<file path="src/inc/ncr_cfg.svh">
// Constants for the negate, call and return execution unit.
// Included by the design and bench files; holds definitions only.
`ifndef NCR_CFG_SVH
`define NCR_CFG_SVH
// Register byte offsets on the APB
`define NCR_OFF_CTRL 8'h00
`define NCR_OFF_INSTR 8'h04
`define NCR_OFF_STAT 8'h08
`define NCR_OFF_ACC 8'h0C
`define NCR_OFF_FLAGS 8'h10
`define NCR_OFF_BANK 8'h14
`define NCR_OFF_PC 8'h18
`define NCR_OFF_SHADOW 8'h1C
`define NCR_OFF_IRQEN 8'h20
`define NCR_OFF_STACK 8'h24
`define NCR_OFF_FSR2 8'h28
// Status flag bit positions
`define NCR_FLG_C 0
`define NCR_FLG_HALF 1
`define NCR_FLG_Z 2
`define NCR_FLG_EXCESS 3
`define NCR_FLG_N 4
// Reset values
`define NCR_RST_ACC 8'h00
`define NCR_RST_FLAGS 5'h00
`define NCR_RST_BANK 4'h0
`define NCR_RST_PC 21'h000000
`define NCR_RST_IRQEN 2'h0
`define NCR_RST_FSR 12'h000
// Opcode fields
`define NCR_OP_NEG_FILE 7'h36
`define NCR_OP_ROT_CARRY 6'h0D
`define NCR_OP_REL_CALL 5'h1B
`define NCR_OP_LIT_RET 8'h0C
`define NCR_OP_IRQ_RET 15'h0008
`define NCR_OP_RETURN 15'h0009
`define NCR_OP_RESET 16'h00FF
// Addressing, stack and timing
`define NCR_ACC_LIM 8'h5F
`define NCR_ACC_HI 4'hF
`define NCR_STK_DEPTH 5'd31
`define NCR_PC_STEP 21'h000002
`define NCR_Q_ADDR 2'h0
`define NCR_Q_READ 2'h2
`define NCR_Q_LAST 2'h3
`define NCR_IRQ_HI 2'h1
`define NCR_IRQ_LO 2'h2
`endif

</file>
<file path="src/inc/ncr_pkg.sv">
// Types shared by the execution unit and its flag calculator.
// Assumes ncr_cfg.svh for numeric constants.
`default_nettype none
package ncr_pkg;
    typedef enum logic [2:0] {ST_IDLE = 3'h1, ST_EXEC = 3'h2, ST_WAIT = 3'h4} ncr_state_t;
    typedef enum logic [3:0] {
        OP_ILL = 4'h0, OP_NEG_FILE = 4'h1, OP_ROT_CARRY = 4'h2, OP_REL_CALL = 4'h3,
        OP_RESET = 4'h4, OP_RETURN = 4'h5, OP_IRQ_RET = 4'h6, OP_LIT_RET = 4'h7
    } ncr_op_t;
    typedef struct packed {logic rot; logic [7:0] opnd; logic [4:0] flags;} ncr_alu_in_t;
    typedef struct packed {logic [7:0] res; logic [4:0] flags;} ncr_alu_out_t;
endpackage
`default_nettype wire

</file>
<file path="src/design/ncr_alu.sv">
// Result and flag calculator for negate and rotate-through-carry.
// Purely combinational; the caller registers operand and result.
`timescale 1ns/1ns
`default_nettype none
`include "ncr_cfg.svh"
module ncr_alu
    import ncr_pkg::*;
(
    input wire ncr_alu_in_t alu_i,
    output var ncr_alu_out_t alu_o
);
    logic [8:0] sum;
    logic [4:0] nib;
    logic [7:0] res;
    logic [4:0] flg;

    // Negate as ~f + 1 so carry and half carry fall out of the adder
    always_comb
    begin
        sum = {1'b0, ~alu_i.opnd} + 9'h001;
        nib = {1'b0, ~alu_i.opnd[3:0]} + 5'h01;
        flg = alu_i.flags;
        if (alu_i.rot)
        begin
            res = {alu_i.opnd[6:0], alu_i.flags[`NCR_FLG_C]};
            flg[`NCR_FLG_C] = alu_i.opnd[7];
        end
        else
        begin
            res = sum[7:0];
            flg[`NCR_FLG_C] = sum[8];
            flg[`NCR_FLG_HALF] = nib[4];
            flg[`NCR_FLG_EXCESS] = (alu_i.opnd == 8'h80); // Only -128 has no positive counterpart
        end
        flg[`NCR_FLG_N] = res[7];
        flg[`NCR_FLG_Z] = (res == 8'h00);
        alu_o = {res, flg};
    end
endmodule // ncr_alu
`default_nettype wire

</file>
<file path="src/design/ncr_exec.sv">
// Execution unit for negate, relative call, software reset and returns.
// Assumes an APB master and a data memory answering within two clocks.
//
// Overview of operation
// - Negate writes two's complement, updates five flags
// - Negate writes file itself, one instruction cycle
// - Access bit one selects bank register bank
// - Extended mode, low offsets index from FSR2
// - Call offset is eleven-bit signed
// - Call pushes counter plus two first
// - Call target is counter plus two plus 2n
// - Call takes two cycles, second idle
// - Reset instruction starts master clear reset
// - Reset restores all affected registers; the code leaves the shadows and the CTRL mode bit unchanged
// - Return pops; fast bit restores shadows
// - Fast bit zero leaves accumulator untouched
// - Interrupt return pops, sets a global enable
`timescale 1ns/1ns
`default_nettype none
`include "ncr_cfg.svh"
module ncr_exec
    import ncr_pkg::*;
(
    input wire logic CLK_SYS_I,
    input wire logic RST_B_I,
    input wire logic PSEL_I,
    input wire logic PENABLE_I,
    input wire logic PWRITE_I,
    input wire logic [7:0] PADDR_I,
    input wire logic [31:0] PWDATA_I,
    output logic [31:0] PRDATA_O,
    output logic PREADY_O,
    output logic PSLVERR_O,
    output logic [11:0] DM_ADDR_O,
    output logic [7:0] DM_WDATA_O,
    output logic DM_WE_O,
    input wire logic [7:0] DM_RDATA_I,
    output logic SOFT_RST_O
);
    ncr_state_t state_reg;
    ncr_op_t op;
    logic [1:0] q_reg;
    logic [15:0] ir_reg;
    logic [15:0] pend_word_reg;
    logic pend_reg;
    logic ext_en_reg;
    logic [7:0] acc_reg;
    logic [7:0] shadow_acc_reg;
    logic [4:0] flags_reg;
    logic [4:0] fs_reg;
    logic [3:0] bank_reg;
    logic [3:0] bs_reg;
    logic [20:0] pc_reg;
    logic [1:0] irqen_reg;
    logic [11:0] fsr2_reg;
    logic [20:0] stk_mem [0:`NCR_STK_DEPTH-1];
    logic [4:0] sp_reg;
    logic [20:0] stack_top;
    logic [7:0] opnd_reg;
    logic [2:0] sticky_reg;
    logic [2:0] sticky_set;
    logic [31:0] rd_data;
    logic q_last, commit, soft_clr, busy, to_file, two_cyc, is_pop, wr_ok, apb_err_reg;
    ncr_alu_in_t alu_in;
    ncr_alu_out_t alu_out;

    function automatic ncr_op_t op_of(input logic [15:0] w);
        return (w[15:9] == `NCR_OP_NEG_FILE) ? OP_NEG_FILE :
               (w[15:10] == `NCR_OP_ROT_CARRY) ? OP_ROT_CARRY :
               (w[15:11] == `NCR_OP_REL_CALL) ? OP_REL_CALL :
               (w == `NCR_OP_RESET) ? OP_RESET :
               (w[15:1] == `NCR_OP_RETURN) ? OP_RETURN :
               (w[15:1] == `NCR_OP_IRQ_RET) ? OP_IRQ_RET :
               (w[15:8] == `NCR_OP_LIT_RET) ? OP_LIT_RET : OP_ILL;
    endfunction

    // Effective data address of a file operand
    function automatic logic [11:0] ea_of(input logic [15:0] w, input logic [3:0] bank,
                                          input logic ext, input logic [11:0] fsr);
        if (w[8])
            return {bank, w[7:0]};
        else if (ext && (w[7:0] <= `NCR_ACC_LIM))
            return fsr + {4'h0, w[7:0]};
        else if (w[7:0] <= `NCR_ACC_LIM)
            return {4'h0, w[7:0]};
        else
            return {`NCR_ACC_HI, w[7:0]};
    endfunction

    // Refusal of an access; unmapped always, most writes only while busy
    function automatic logic err_of(input logic [7:0] a, input logic wr, input logic bsy,
                                    input logic pnd);
        if (!(a inside {`NCR_OFF_CTRL, `NCR_OFF_INSTR, `NCR_OFF_STAT, `NCR_OFF_ACC,
                        `NCR_OFF_FLAGS, `NCR_OFF_BANK, `NCR_OFF_PC, `NCR_OFF_SHADOW,
                        `NCR_OFF_IRQEN, `NCR_OFF_STACK, `NCR_OFF_FSR2}))
            return 1'b1;
        else if (!wr || (a == `NCR_OFF_STAT))
            return 1'b0;
        else if (a == `NCR_OFF_INSTR)
            return pnd;
        else if (a == `NCR_OFF_STACK)
            return 1'b1;
        else
            return bsy;
    endfunction

    // Decode and shared strobes
    assign op = op_of(ir_reg);
    assign q_last = (q_reg == `NCR_Q_LAST);
    assign commit = (state_reg == ST_EXEC) && q_last;
    assign soft_clr = commit && (op == OP_RESET);
    assign busy = (state_reg != ST_IDLE) || pend_reg;
    assign to_file = (op == OP_NEG_FILE) || ((op == OP_ROT_CARRY) && ir_reg[9]);
    assign is_pop = (op == OP_RETURN) || (op == OP_IRQ_RET) || (op == OP_LIT_RET);
    assign two_cyc = is_pop || (op == OP_REL_CALL);
    assign stack_top = (sp_reg == 5'h00) ? `NCR_RST_PC : stk_mem[sp_reg - 5'h01];
    assign alu_in = {op == OP_ROT_CARRY, opnd_reg, flags_reg};

    ncr_alu u_alu (
        .alu_i(alu_in),
        .alu_o(alu_out)
    );

    // Quarter counter; q_last is the instruction-cycle enable
    always_ff @(posedge CLK_SYS_I or negedge RST_B_I)
    begin
        if (!RST_B_I)
            q_reg <= 2'h0;
        else
            q_reg <= q_reg + 2'h1;
    end

    // Sequencer: an instruction starts only on a cycle boundary
    always_ff @(posedge CLK_SYS_I or negedge RST_B_I)
    begin
        if (!RST_B_I)
        begin
            state_reg <= ST_IDLE;
            ir_reg <= 16'h0000;
        end
        else
        begin
            case (state_reg)
                ST_IDLE:
                    if (pend_reg && q_last)
                    begin
                        state_reg <= ST_EXEC;
                        ir_reg <= pend_word_reg;
                    end
                ST_EXEC:
                    if (q_last)
                        state_reg <= two_cyc ? ST_WAIT : ST_IDLE;
                ST_WAIT:
                    if (q_last)
                        state_reg <= ST_IDLE;
                default:
                    state_reg <= ST_IDLE;
            endcase
        end
    end

    // One-deep instruction slot; lets software queue while one executes
    always_ff @(posedge CLK_SYS_I or negedge RST_B_I)
    begin
        if (!RST_B_I)
        begin
            pend_reg <= 1'b0;
            pend_word_reg <= 16'h0000;
        end
        else if (wr_ok && (PADDR_I == `NCR_OFF_INSTR))
        begin
            pend_reg <= 1'b1;
            pend_word_reg <= PWDATA_I[15:0];
        end
        else if ((state_reg == ST_IDLE) && q_last)
            pend_reg <= 1'b0;
    end

    // Data memory side: address in Q1, operand in Q3, write after commit
    always_ff @(posedge CLK_SYS_I or negedge RST_B_I)
    begin
        if (!RST_B_I)
        begin
            DM_ADDR_O <= 12'h000;
            DM_WDATA_O <= 8'h00;
            DM_WE_O <= 1'b0;
            opnd_reg <= 8'h00;
        end
        else
        begin
            DM_WE_O <= commit && to_file;
            if ((state_reg == ST_EXEC) && (q_reg == `NCR_Q_ADDR))
                DM_ADDR_O <= ea_of(ir_reg, bank_reg, ext_en_reg, fsr2_reg);
            if ((state_reg == ST_EXEC) && (q_reg == `NCR_Q_READ))
                opnd_reg <= DM_RDATA_I;
            if (commit)
                DM_WDATA_O <= alu_out.res;
        end
    end

    // Accumulator, flags and bank select; software owns them only while idle
    always_ff @(posedge CLK_SYS_I or negedge RST_B_I)
    begin
        if (!RST_B_I)
        begin
            acc_reg <= `NCR_RST_ACC;
            flags_reg <= `NCR_RST_FLAGS;
            bank_reg <= `NCR_RST_BANK;
        end
        else if (soft_clr)
        begin
            acc_reg <= `NCR_RST_ACC;
            flags_reg <= `NCR_RST_FLAGS;
            bank_reg <= `NCR_RST_BANK;
        end
        else if (commit)
        begin
            case (op)
                OP_NEG_FILE:
                    flags_reg <= alu_out.flags;
                OP_ROT_CARRY:
                begin
                    flags_reg <= alu_out.flags;
                    if (!ir_reg[9])
                        acc_reg <= alu_out.res;
                end
                OP_LIT_RET:
                    acc_reg <= ir_reg[7:0];
                OP_RETURN, OP_IRQ_RET:
                    if (ir_reg[0])
                    begin
                        acc_reg <= shadow_acc_reg;
                        flags_reg <= fs_reg;
                        bank_reg <= bs_reg;
                    end
                default:
                    acc_reg <= acc_reg;
            endcase
        end
        else if (wr_ok)
        begin
            case (PADDR_I)
                `NCR_OFF_ACC:
                    acc_reg <= PWDATA_I[7:0];
                `NCR_OFF_FLAGS:
                    flags_reg <= PWDATA_I[4:0];
                `NCR_OFF_BANK:
                    bank_reg <= PWDATA_I[3:0];
                default:
                    acc_reg <= acc_reg;
            endcase
        end
    end

    // Shadows, interrupt enables, index base and mode; only an APB write fills shadows
    always_ff @(posedge CLK_SYS_I or negedge RST_B_I)
    begin
        if (!RST_B_I)
        begin
            {shadow_acc_reg, fs_reg, bs_reg} <= {`NCR_RST_ACC, `NCR_RST_FLAGS, `NCR_RST_BANK};
            irqen_reg <= `NCR_RST_IRQEN;
            fsr2_reg <= `NCR_RST_FSR;
            ext_en_reg <= 1'b0;
        end
        else if (soft_clr)
        begin
            irqen_reg <= `NCR_RST_IRQEN;
            fsr2_reg <= `NCR_RST_FSR;
        end
        else if (commit && (op == OP_IRQ_RET))
            irqen_reg <= irqen_reg | (irqen_reg[0] ? `NCR_IRQ_LO : `NCR_IRQ_HI);
        else if (wr_ok && (PADDR_I == `NCR_OFF_SHADOW))
            {bs_reg, fs_reg, shadow_acc_reg} <= {PWDATA_I[19:16], PWDATA_I[12:8], PWDATA_I[7:0]};
        else if (wr_ok && (PADDR_I == `NCR_OFF_IRQEN))
            irqen_reg <= PWDATA_I[1:0];
        else if (wr_ok && (PADDR_I == `NCR_OFF_FSR2))
            fsr2_reg <= PWDATA_I[11:0];
        else if (wr_ok && (PADDR_I == `NCR_OFF_CTRL))
            ext_en_reg <= PWDATA_I[0];
    end

    // Program counter and stack pointer; a full or empty stack is flagged
    always_ff @(posedge CLK_SYS_I or negedge RST_B_I)
    begin
        if (!RST_B_I)
        begin
            pc_reg <= `NCR_RST_PC;
            sp_reg <= 5'h00;
        end
        else if (soft_clr)
        begin
            pc_reg <= `NCR_RST_PC;
            sp_reg <= 5'h00;
        end
        else if (commit && (op == OP_REL_CALL))
        begin
            pc_reg <= pc_reg + `NCR_PC_STEP + {{9{ir_reg[10]}}, ir_reg[10:0], 1'b0};
            if (sp_reg < `NCR_STK_DEPTH)
                sp_reg <= sp_reg + 5'h01;
        end
        else if (commit && is_pop)
        begin
            pc_reg <= stack_top;
            if (sp_reg != 5'h00)
                sp_reg <= sp_reg - 5'h01;
        end
        else if (commit)
            pc_reg <= pc_reg + `NCR_PC_STEP;
        else if (wr_ok && (PADDR_I == `NCR_OFF_PC))
            pc_reg <= {PWDATA_I[20:1], 1'b0};
    end

    // Stack storage; the push lands on the same edge the counter moves, from its old value
    always_ff @(posedge CLK_SYS_I)
    begin
        if (commit && (op == OP_REL_CALL) && (sp_reg < `NCR_STK_DEPTH))
            stk_mem[sp_reg] <= pc_reg + `NCR_PC_STEP;
    end

    // Sticky status: illegal word, stack fault, software reset; set beats clear
    assign sticky_set = {soft_clr,
                         commit && (((op == OP_REL_CALL) && (sp_reg == `NCR_STK_DEPTH)) ||
                                    (is_pop && (sp_reg == 5'h00))),
                         commit && (op == OP_ILL)};
    always_ff @(posedge CLK_SYS_I or negedge RST_B_I)
    begin
        if (!RST_B_I)
            sticky_reg <= 3'h0;
        else if (wr_ok && (PADDR_I == `NCR_OFF_STAT))
            sticky_reg <= (sticky_reg & ~PWDATA_I[4:2]) | sticky_set;
        else
            sticky_reg <= sticky_reg | sticky_set;
    end

    // Software reset strobe for the rest of the chip
    always_ff @(posedge CLK_SYS_I or negedge RST_B_I)
    begin
        if (!RST_B_I)
            SOFT_RST_O <= 1'b0;
        else
            SOFT_RST_O <= soft_clr;
    end

    // Read mux
    always_comb
    begin
        case (PADDR_I)
            `NCR_OFF_CTRL: rd_data = {31'h0, ext_en_reg};
            `NCR_OFF_INSTR: rd_data = {16'h0, pend_word_reg};
            `NCR_OFF_STAT: rd_data = {27'h0, sticky_reg, pend_reg, state_reg != ST_IDLE};
            `NCR_OFF_ACC: rd_data = {24'h0, acc_reg};
            `NCR_OFF_FLAGS: rd_data = {27'h0, flags_reg};
            `NCR_OFF_BANK: rd_data = {28'h0, bank_reg};
            `NCR_OFF_PC: rd_data = {11'h0, pc_reg};
            `NCR_OFF_SHADOW: rd_data = {12'h0, bs_reg, 3'h0, fs_reg, shadow_acc_reg};
            `NCR_OFF_IRQEN: rd_data = {30'h0, irqen_reg};
            `NCR_OFF_STACK: rd_data = {3'h0, sp_reg, 3'h0, stack_top};
            `NCR_OFF_FSR2: rd_data = {20'h0, fsr2_reg};
            default: rd_data = 32'h0;
        endcase
    end

    // APB: data and refusal latched in setup, so the access phase needs no wait
    assign PREADY_O = 1'b1;
    assign PSLVERR_O = apb_err_reg && PSEL_I && PENABLE_I;
    assign wr_ok = PSEL_I && PENABLE_I && PWRITE_I && !apb_err_reg;
    always_ff @(posedge CLK_SYS_I or negedge RST_B_I)
    begin
        if (!RST_B_I)
        begin
            PRDATA_O <= 32'h0;
            apb_err_reg <= 1'b0;
        end
        else if (PSEL_I && !PENABLE_I)
        begin
            PRDATA_O <= PWRITE_I ? 32'h0 : rd_data;
            apb_err_reg <= err_of(PADDR_I, PWRITE_I, busy, pend_reg);
        end
    end
endmodule // ncr_exec
`default_nettype wire

</file>
<file path="config.mk">
export PLATFORM = sky130hd
export DESIGN_NAME = ncr_exec
export DESIGN_NICKNAME = d
export VERILOG_FILES = /design/src/inc/ncr_pkg.sv /design/src/design/ncr_alu.sv /design/src/design/ncr_exec.sv
export VERILOG_INCLUDE_DIRS = /design/src /design/src/inc
export SDC_FILE = /design/constraint.sdc
export NUM_CORES = 1
export LEC_CHECK = 0
export BUFFER_PORTS_ARGS = -buffer_cell sky130_fd_sc_hd__clkbuf_2
export CORE_MARGIN = 3
export CORE_UTILIZATION = 56
export DETAILED_ROUTE_END_ITERATION = 6
export PLACE_DENSITY = 0.84
export SLEW_MARGIN = 20
export SYNTH_ARGS = -nofsm -noshare
export SYNTH_HDL_FRONTEND = slang
export SYNTH_SLANG_ARGS = --single-unit
</file>
<file path="constraint.sdc">
create_clock -name CLK_SYS_I -period 5 [get_ports CLK_SYS_I]
set_input_delay 0 -clock CLK_SYS_I [delete_from_list [all_inputs] [get_ports CLK_SYS_I]]
set_output_delay 0 -clock CLK_SYS_I [all_outputs]
set_load 0.01 [all_outputs]
</file>
==> flow_metrics.tcl <==
set metrics [dict create \
    outcome "finished, final reports clean" \
    top_layer "met5" \
    die_x_um 257.7 \
    drt-initial-drc-count 3047 \
    slew_headroom 0.2436 \
    wl_met3_mm 9.721 \
    largest_reg_flops 651 \
    ctsResizeCount 0 \
    synth_cells 2146 \
    p_sw_w 0.002778 \
    rsz0062_at_grt "false" \
    core_area_um2 62170 \
    final_nets 2433 \
    ys_seq_area_frac 0.6730 \
    drive_above_1_share 0.2542 \
    rrSetupSlack_ns 0.94 \
    final_hold_viol_count 0 \
    die_y_um 257.7 \
    setup_viol 0 \
    syn-cell-area_um2 35480 \
    yosys.area.top_type "edfxtp_1" \
    dpl.cell_count 3052 \
    vias 22180 \
    whs_path_depth 5 \
    reg2reg_from "pc_reg[3]" \
    r2r-end "pc_reg[15]" \
    final-max-slew-violation-count 0 \
    syn2layout_area_growth_pct 14.15 \
    fin_cells 3245 \
    routed_via_density 6.835 \
    synth_top_area_frac 0.5509 \
    ys.flop_type "edfxtp_1" \
    gr-total-overflow 0 \
    diodes 0 \
    antenna_found_initial 1 \
    drtPass1Iterations 7 \
    ys_ff_latch 824 \
    htreeDepth 3 \
    finalHoldWorstSlack_ns 0.06308 \
    hold_buffers 41 \
    hp-class "input port to flop" \
    track_usage 0.3073 \
    io_pins 109 \
    switching_share 0.2043 \
    dp_hpwl_mm 61.33 \
    power_density_nw_per_um2 335.7 \
    ir_worst_vdd_v 0.0004403 \
    worst_skew_pair.late_latency_ns 0.65 \
    grt_max_degree 106 \
    cp-start-kind "flop" \
    synth_warnings 0 \
    fin_crit_sh 0.8113 \
    worst_setup_path_end_kind "flop" \
    synth_area_leaders "edfxtp_1 (55%), dfrtp_1 (12%), mux4_2 (11%)" \
    cap_violations 0 \
    worst_pin_slew_ns 1.129 \
    synth_edf_count 651 \
    crit_type "flop to flop" \
    clock_sinks 824 \
    crit_required_ns 5.56 \
    port-buffer-count 90 \
    final.min_clock_period_ns 4.057 \
    post_cts_buffers 0 \
    postRouteAntennaNets 0 \
    critPathArrivalTime_ns 4.62 \
    min_to "ext_en_reg" \
    cts_root_buf "clkbuf_16" \
    internal_power_w 0.01082 \
    clkSlewWorstSetupHoldPaths_ns 0.06 \
    seqPwrFrac 0.540 \
    routed_wl_mm 101.1 \
    p_leak_nw 14.16 \
    rows 91 \
    grt_pass1_vias 22480 \
    wl_met2_mm 48.98 \
    finalSetupTns_ns 0 \
    cp_max_fo 33 \
    synth_cell_type_count 90 \
    ys_async_sr_fraction 0.2100 \
    routedWlPerCell_um 31.16 \
    total_power_w 0.01360 \
    cts_tree "done" \
    grt_pass1_wl_mm 149.7 \
    clkPwrFrac 0.448 \
    max_freq_mhz 246.5 \
    worstRegToRegCells 14 \
    gp_congestion 0.9685 \
    cts_inserted_buffers 82 \
    min-delay-start "PADDR_I[5]" \
    fin_skew_ns 0.03422 \
    start_util 0.5708 \
    clock_path_buffers 3 \
    syn_area_per_cell_um2 16.53 \
    power_frac_comb 0.012 \
    met1_length_mm 36.52 \
    die-area_um2 66420 \
    post-route-drc-count 0 \
]
==> worst max-delay path by stage <==
| stage | slack [ns] | depth (start not counted) | end | from |
|---|---|---|---|---|
| after CTS | 1.03 | 14 | pc_reg[15] | pc_reg[3] |
| after global placement | 1.09 | 14 | pc_reg[15] | pc_reg[3] |
| after floorplan | 0.31 | 8 | stk_mem[8][0] | ir_reg[10] |
| final | 0.94 | 14 | pc_reg[15] | pc_reg[3] |
| after detailed placement | 1.10 | 14 | pc_reg[15] | pc_reg[3] |
| after global routing | 0.71 | 14 | pc_reg[15] | pc_reg[4] |
==> critical path, cell delays in order, from the launching register on <==
cell       delay (ns)
dfrtp_1          0.52
and4_1           0.34
and3_1           0.33
nand2_1          0.13
xnor2_2          0.15
buf_4            0.23
ha_1             0.44
and4_1           0.26
o21ai_0          0.09
a31oi_1          0.21
nor2_1           0.11
o21ai_0          0.41
xnor2_1          0.13
a2111oi_0        0.45
o21a_1           0.16
==> cell families (layout without fill, tap and decap cells) <==
| family | after synthesis | in the layout | share of synthesized area |
|---|---|---|---|
| compound gates | 404 | 404 | 0.07726 |
| xor+xnor | 50 | 50 | 0.01234 |
| fa+ha+maj | 40 | 40 | 0.01453 |
| buf+inv | 151 | 408 | 0.02246 |
| flops | 824 | 824 | 0.6730 |
| mux | 282 | 282 | 0.1456 |
| other cells | 2 | 7 | 0.0002117 |
| simple gates | 393 | 393 | 0.05462 |
==> cells in the mapped netlist (13+ instances only) <==
library cell / n
mux2i_1: 47
nor4_1: 16
mux2_2: 56
xor2_1: 13
nand2_1: 139
dfrtp_1: 172
mux4_2: 170
nor3_1: 26
nand3_1: 31
edfxtp_1: 651
a22oi_1: 44
o21ai_1: 14
and3_1: 15
a211oi_1: 18
a21oi_1: 84
o211ai_1: 13
buf_4: 22
nor2_1: 80
xnor2_1: 37
inv_1: 29
nor2b_1: 13
a22o_1: 22
ha_1: 38
o21ai_0: 81
o221ai_1: 14
buf_2: 28
clkbuf_1: 56
a31oi_1: 14
==> cell type report <==
cell class              count  area, µm²
clock buffers              99       2166
clock inverters            53      498.0
fillers                  4176      21660
inverters                  30      112.6
multi-input cells        1176      11150
flip-flops and latches    824      23880
well taps                 837       1047
repair buffers            226       1648
==> cell usage in the layout (no fill, tap or decap), types with 11 or more instances in the layout <==
cell type      count
dlygate4sd3_1     40
nand2_1          139
clkbuf_16         82
clkinv_2          15
o211ai_1          13
dfrtp_1          170
and3_1            15
nor2_1            65
ha_1              37
nand3_1           30
clkbuf_1          12
nor4_2            11
mux2_2            56
edfxtp_1         651
a211oi_1          18
nor2b_1           13
nor2_2            18
xnor2_1           20
a31oi_1           14
a22o_1            22
mux2i_1           47
clkinv_1          19
a22oi_1           44
o21ai_1           14
buf_4             91
inv_1             29
nor3_1            22
a21oi_1           83
clkbuf_2          89
o221ai_1          14
o21ai_0           81
xnor2_2           17
mux4_2           170
==> layer usage <==
metal | up-vias | track usage
met5 | - | 0
met1 | 11310 | 0.3998
met2 | 1499 | 0.4955
met3 | 355 | 0.05982
met4 | 2 | 0.1638
li1 | 9013 | -
==> power groups by stage <==
stage | clock network (W) | logic [W] | registers [W]
3_5_place_dp | 0 | 0.000137 | 0.00748
5_1_grt | 0.00643 | 0.000182 | 0.00733
2_1_floorplan | 0 | 0.0000488 | 0.00748
6_report | 0.00609 | 0.000169 | 0.00734
3_3_place_gp | 0 | 0.000134 | 0.00748
4_1_cts | 0.00617 | 0.000165 | 0.00734
==> stage by stage <==
step	util	setup slack, ns	area (µm²)
after floorplan	-	0.3121	35500
after global placement	0.6018	1.092	37410
after detailed placement	0.6018	1.097	37410
after CTS	0.6515	1.026	40500
after global routing	0.6515	0.7089	40500
final	0.6515	0.9435	40500
No activity file was read; power rests on OpenSTA's default activity.
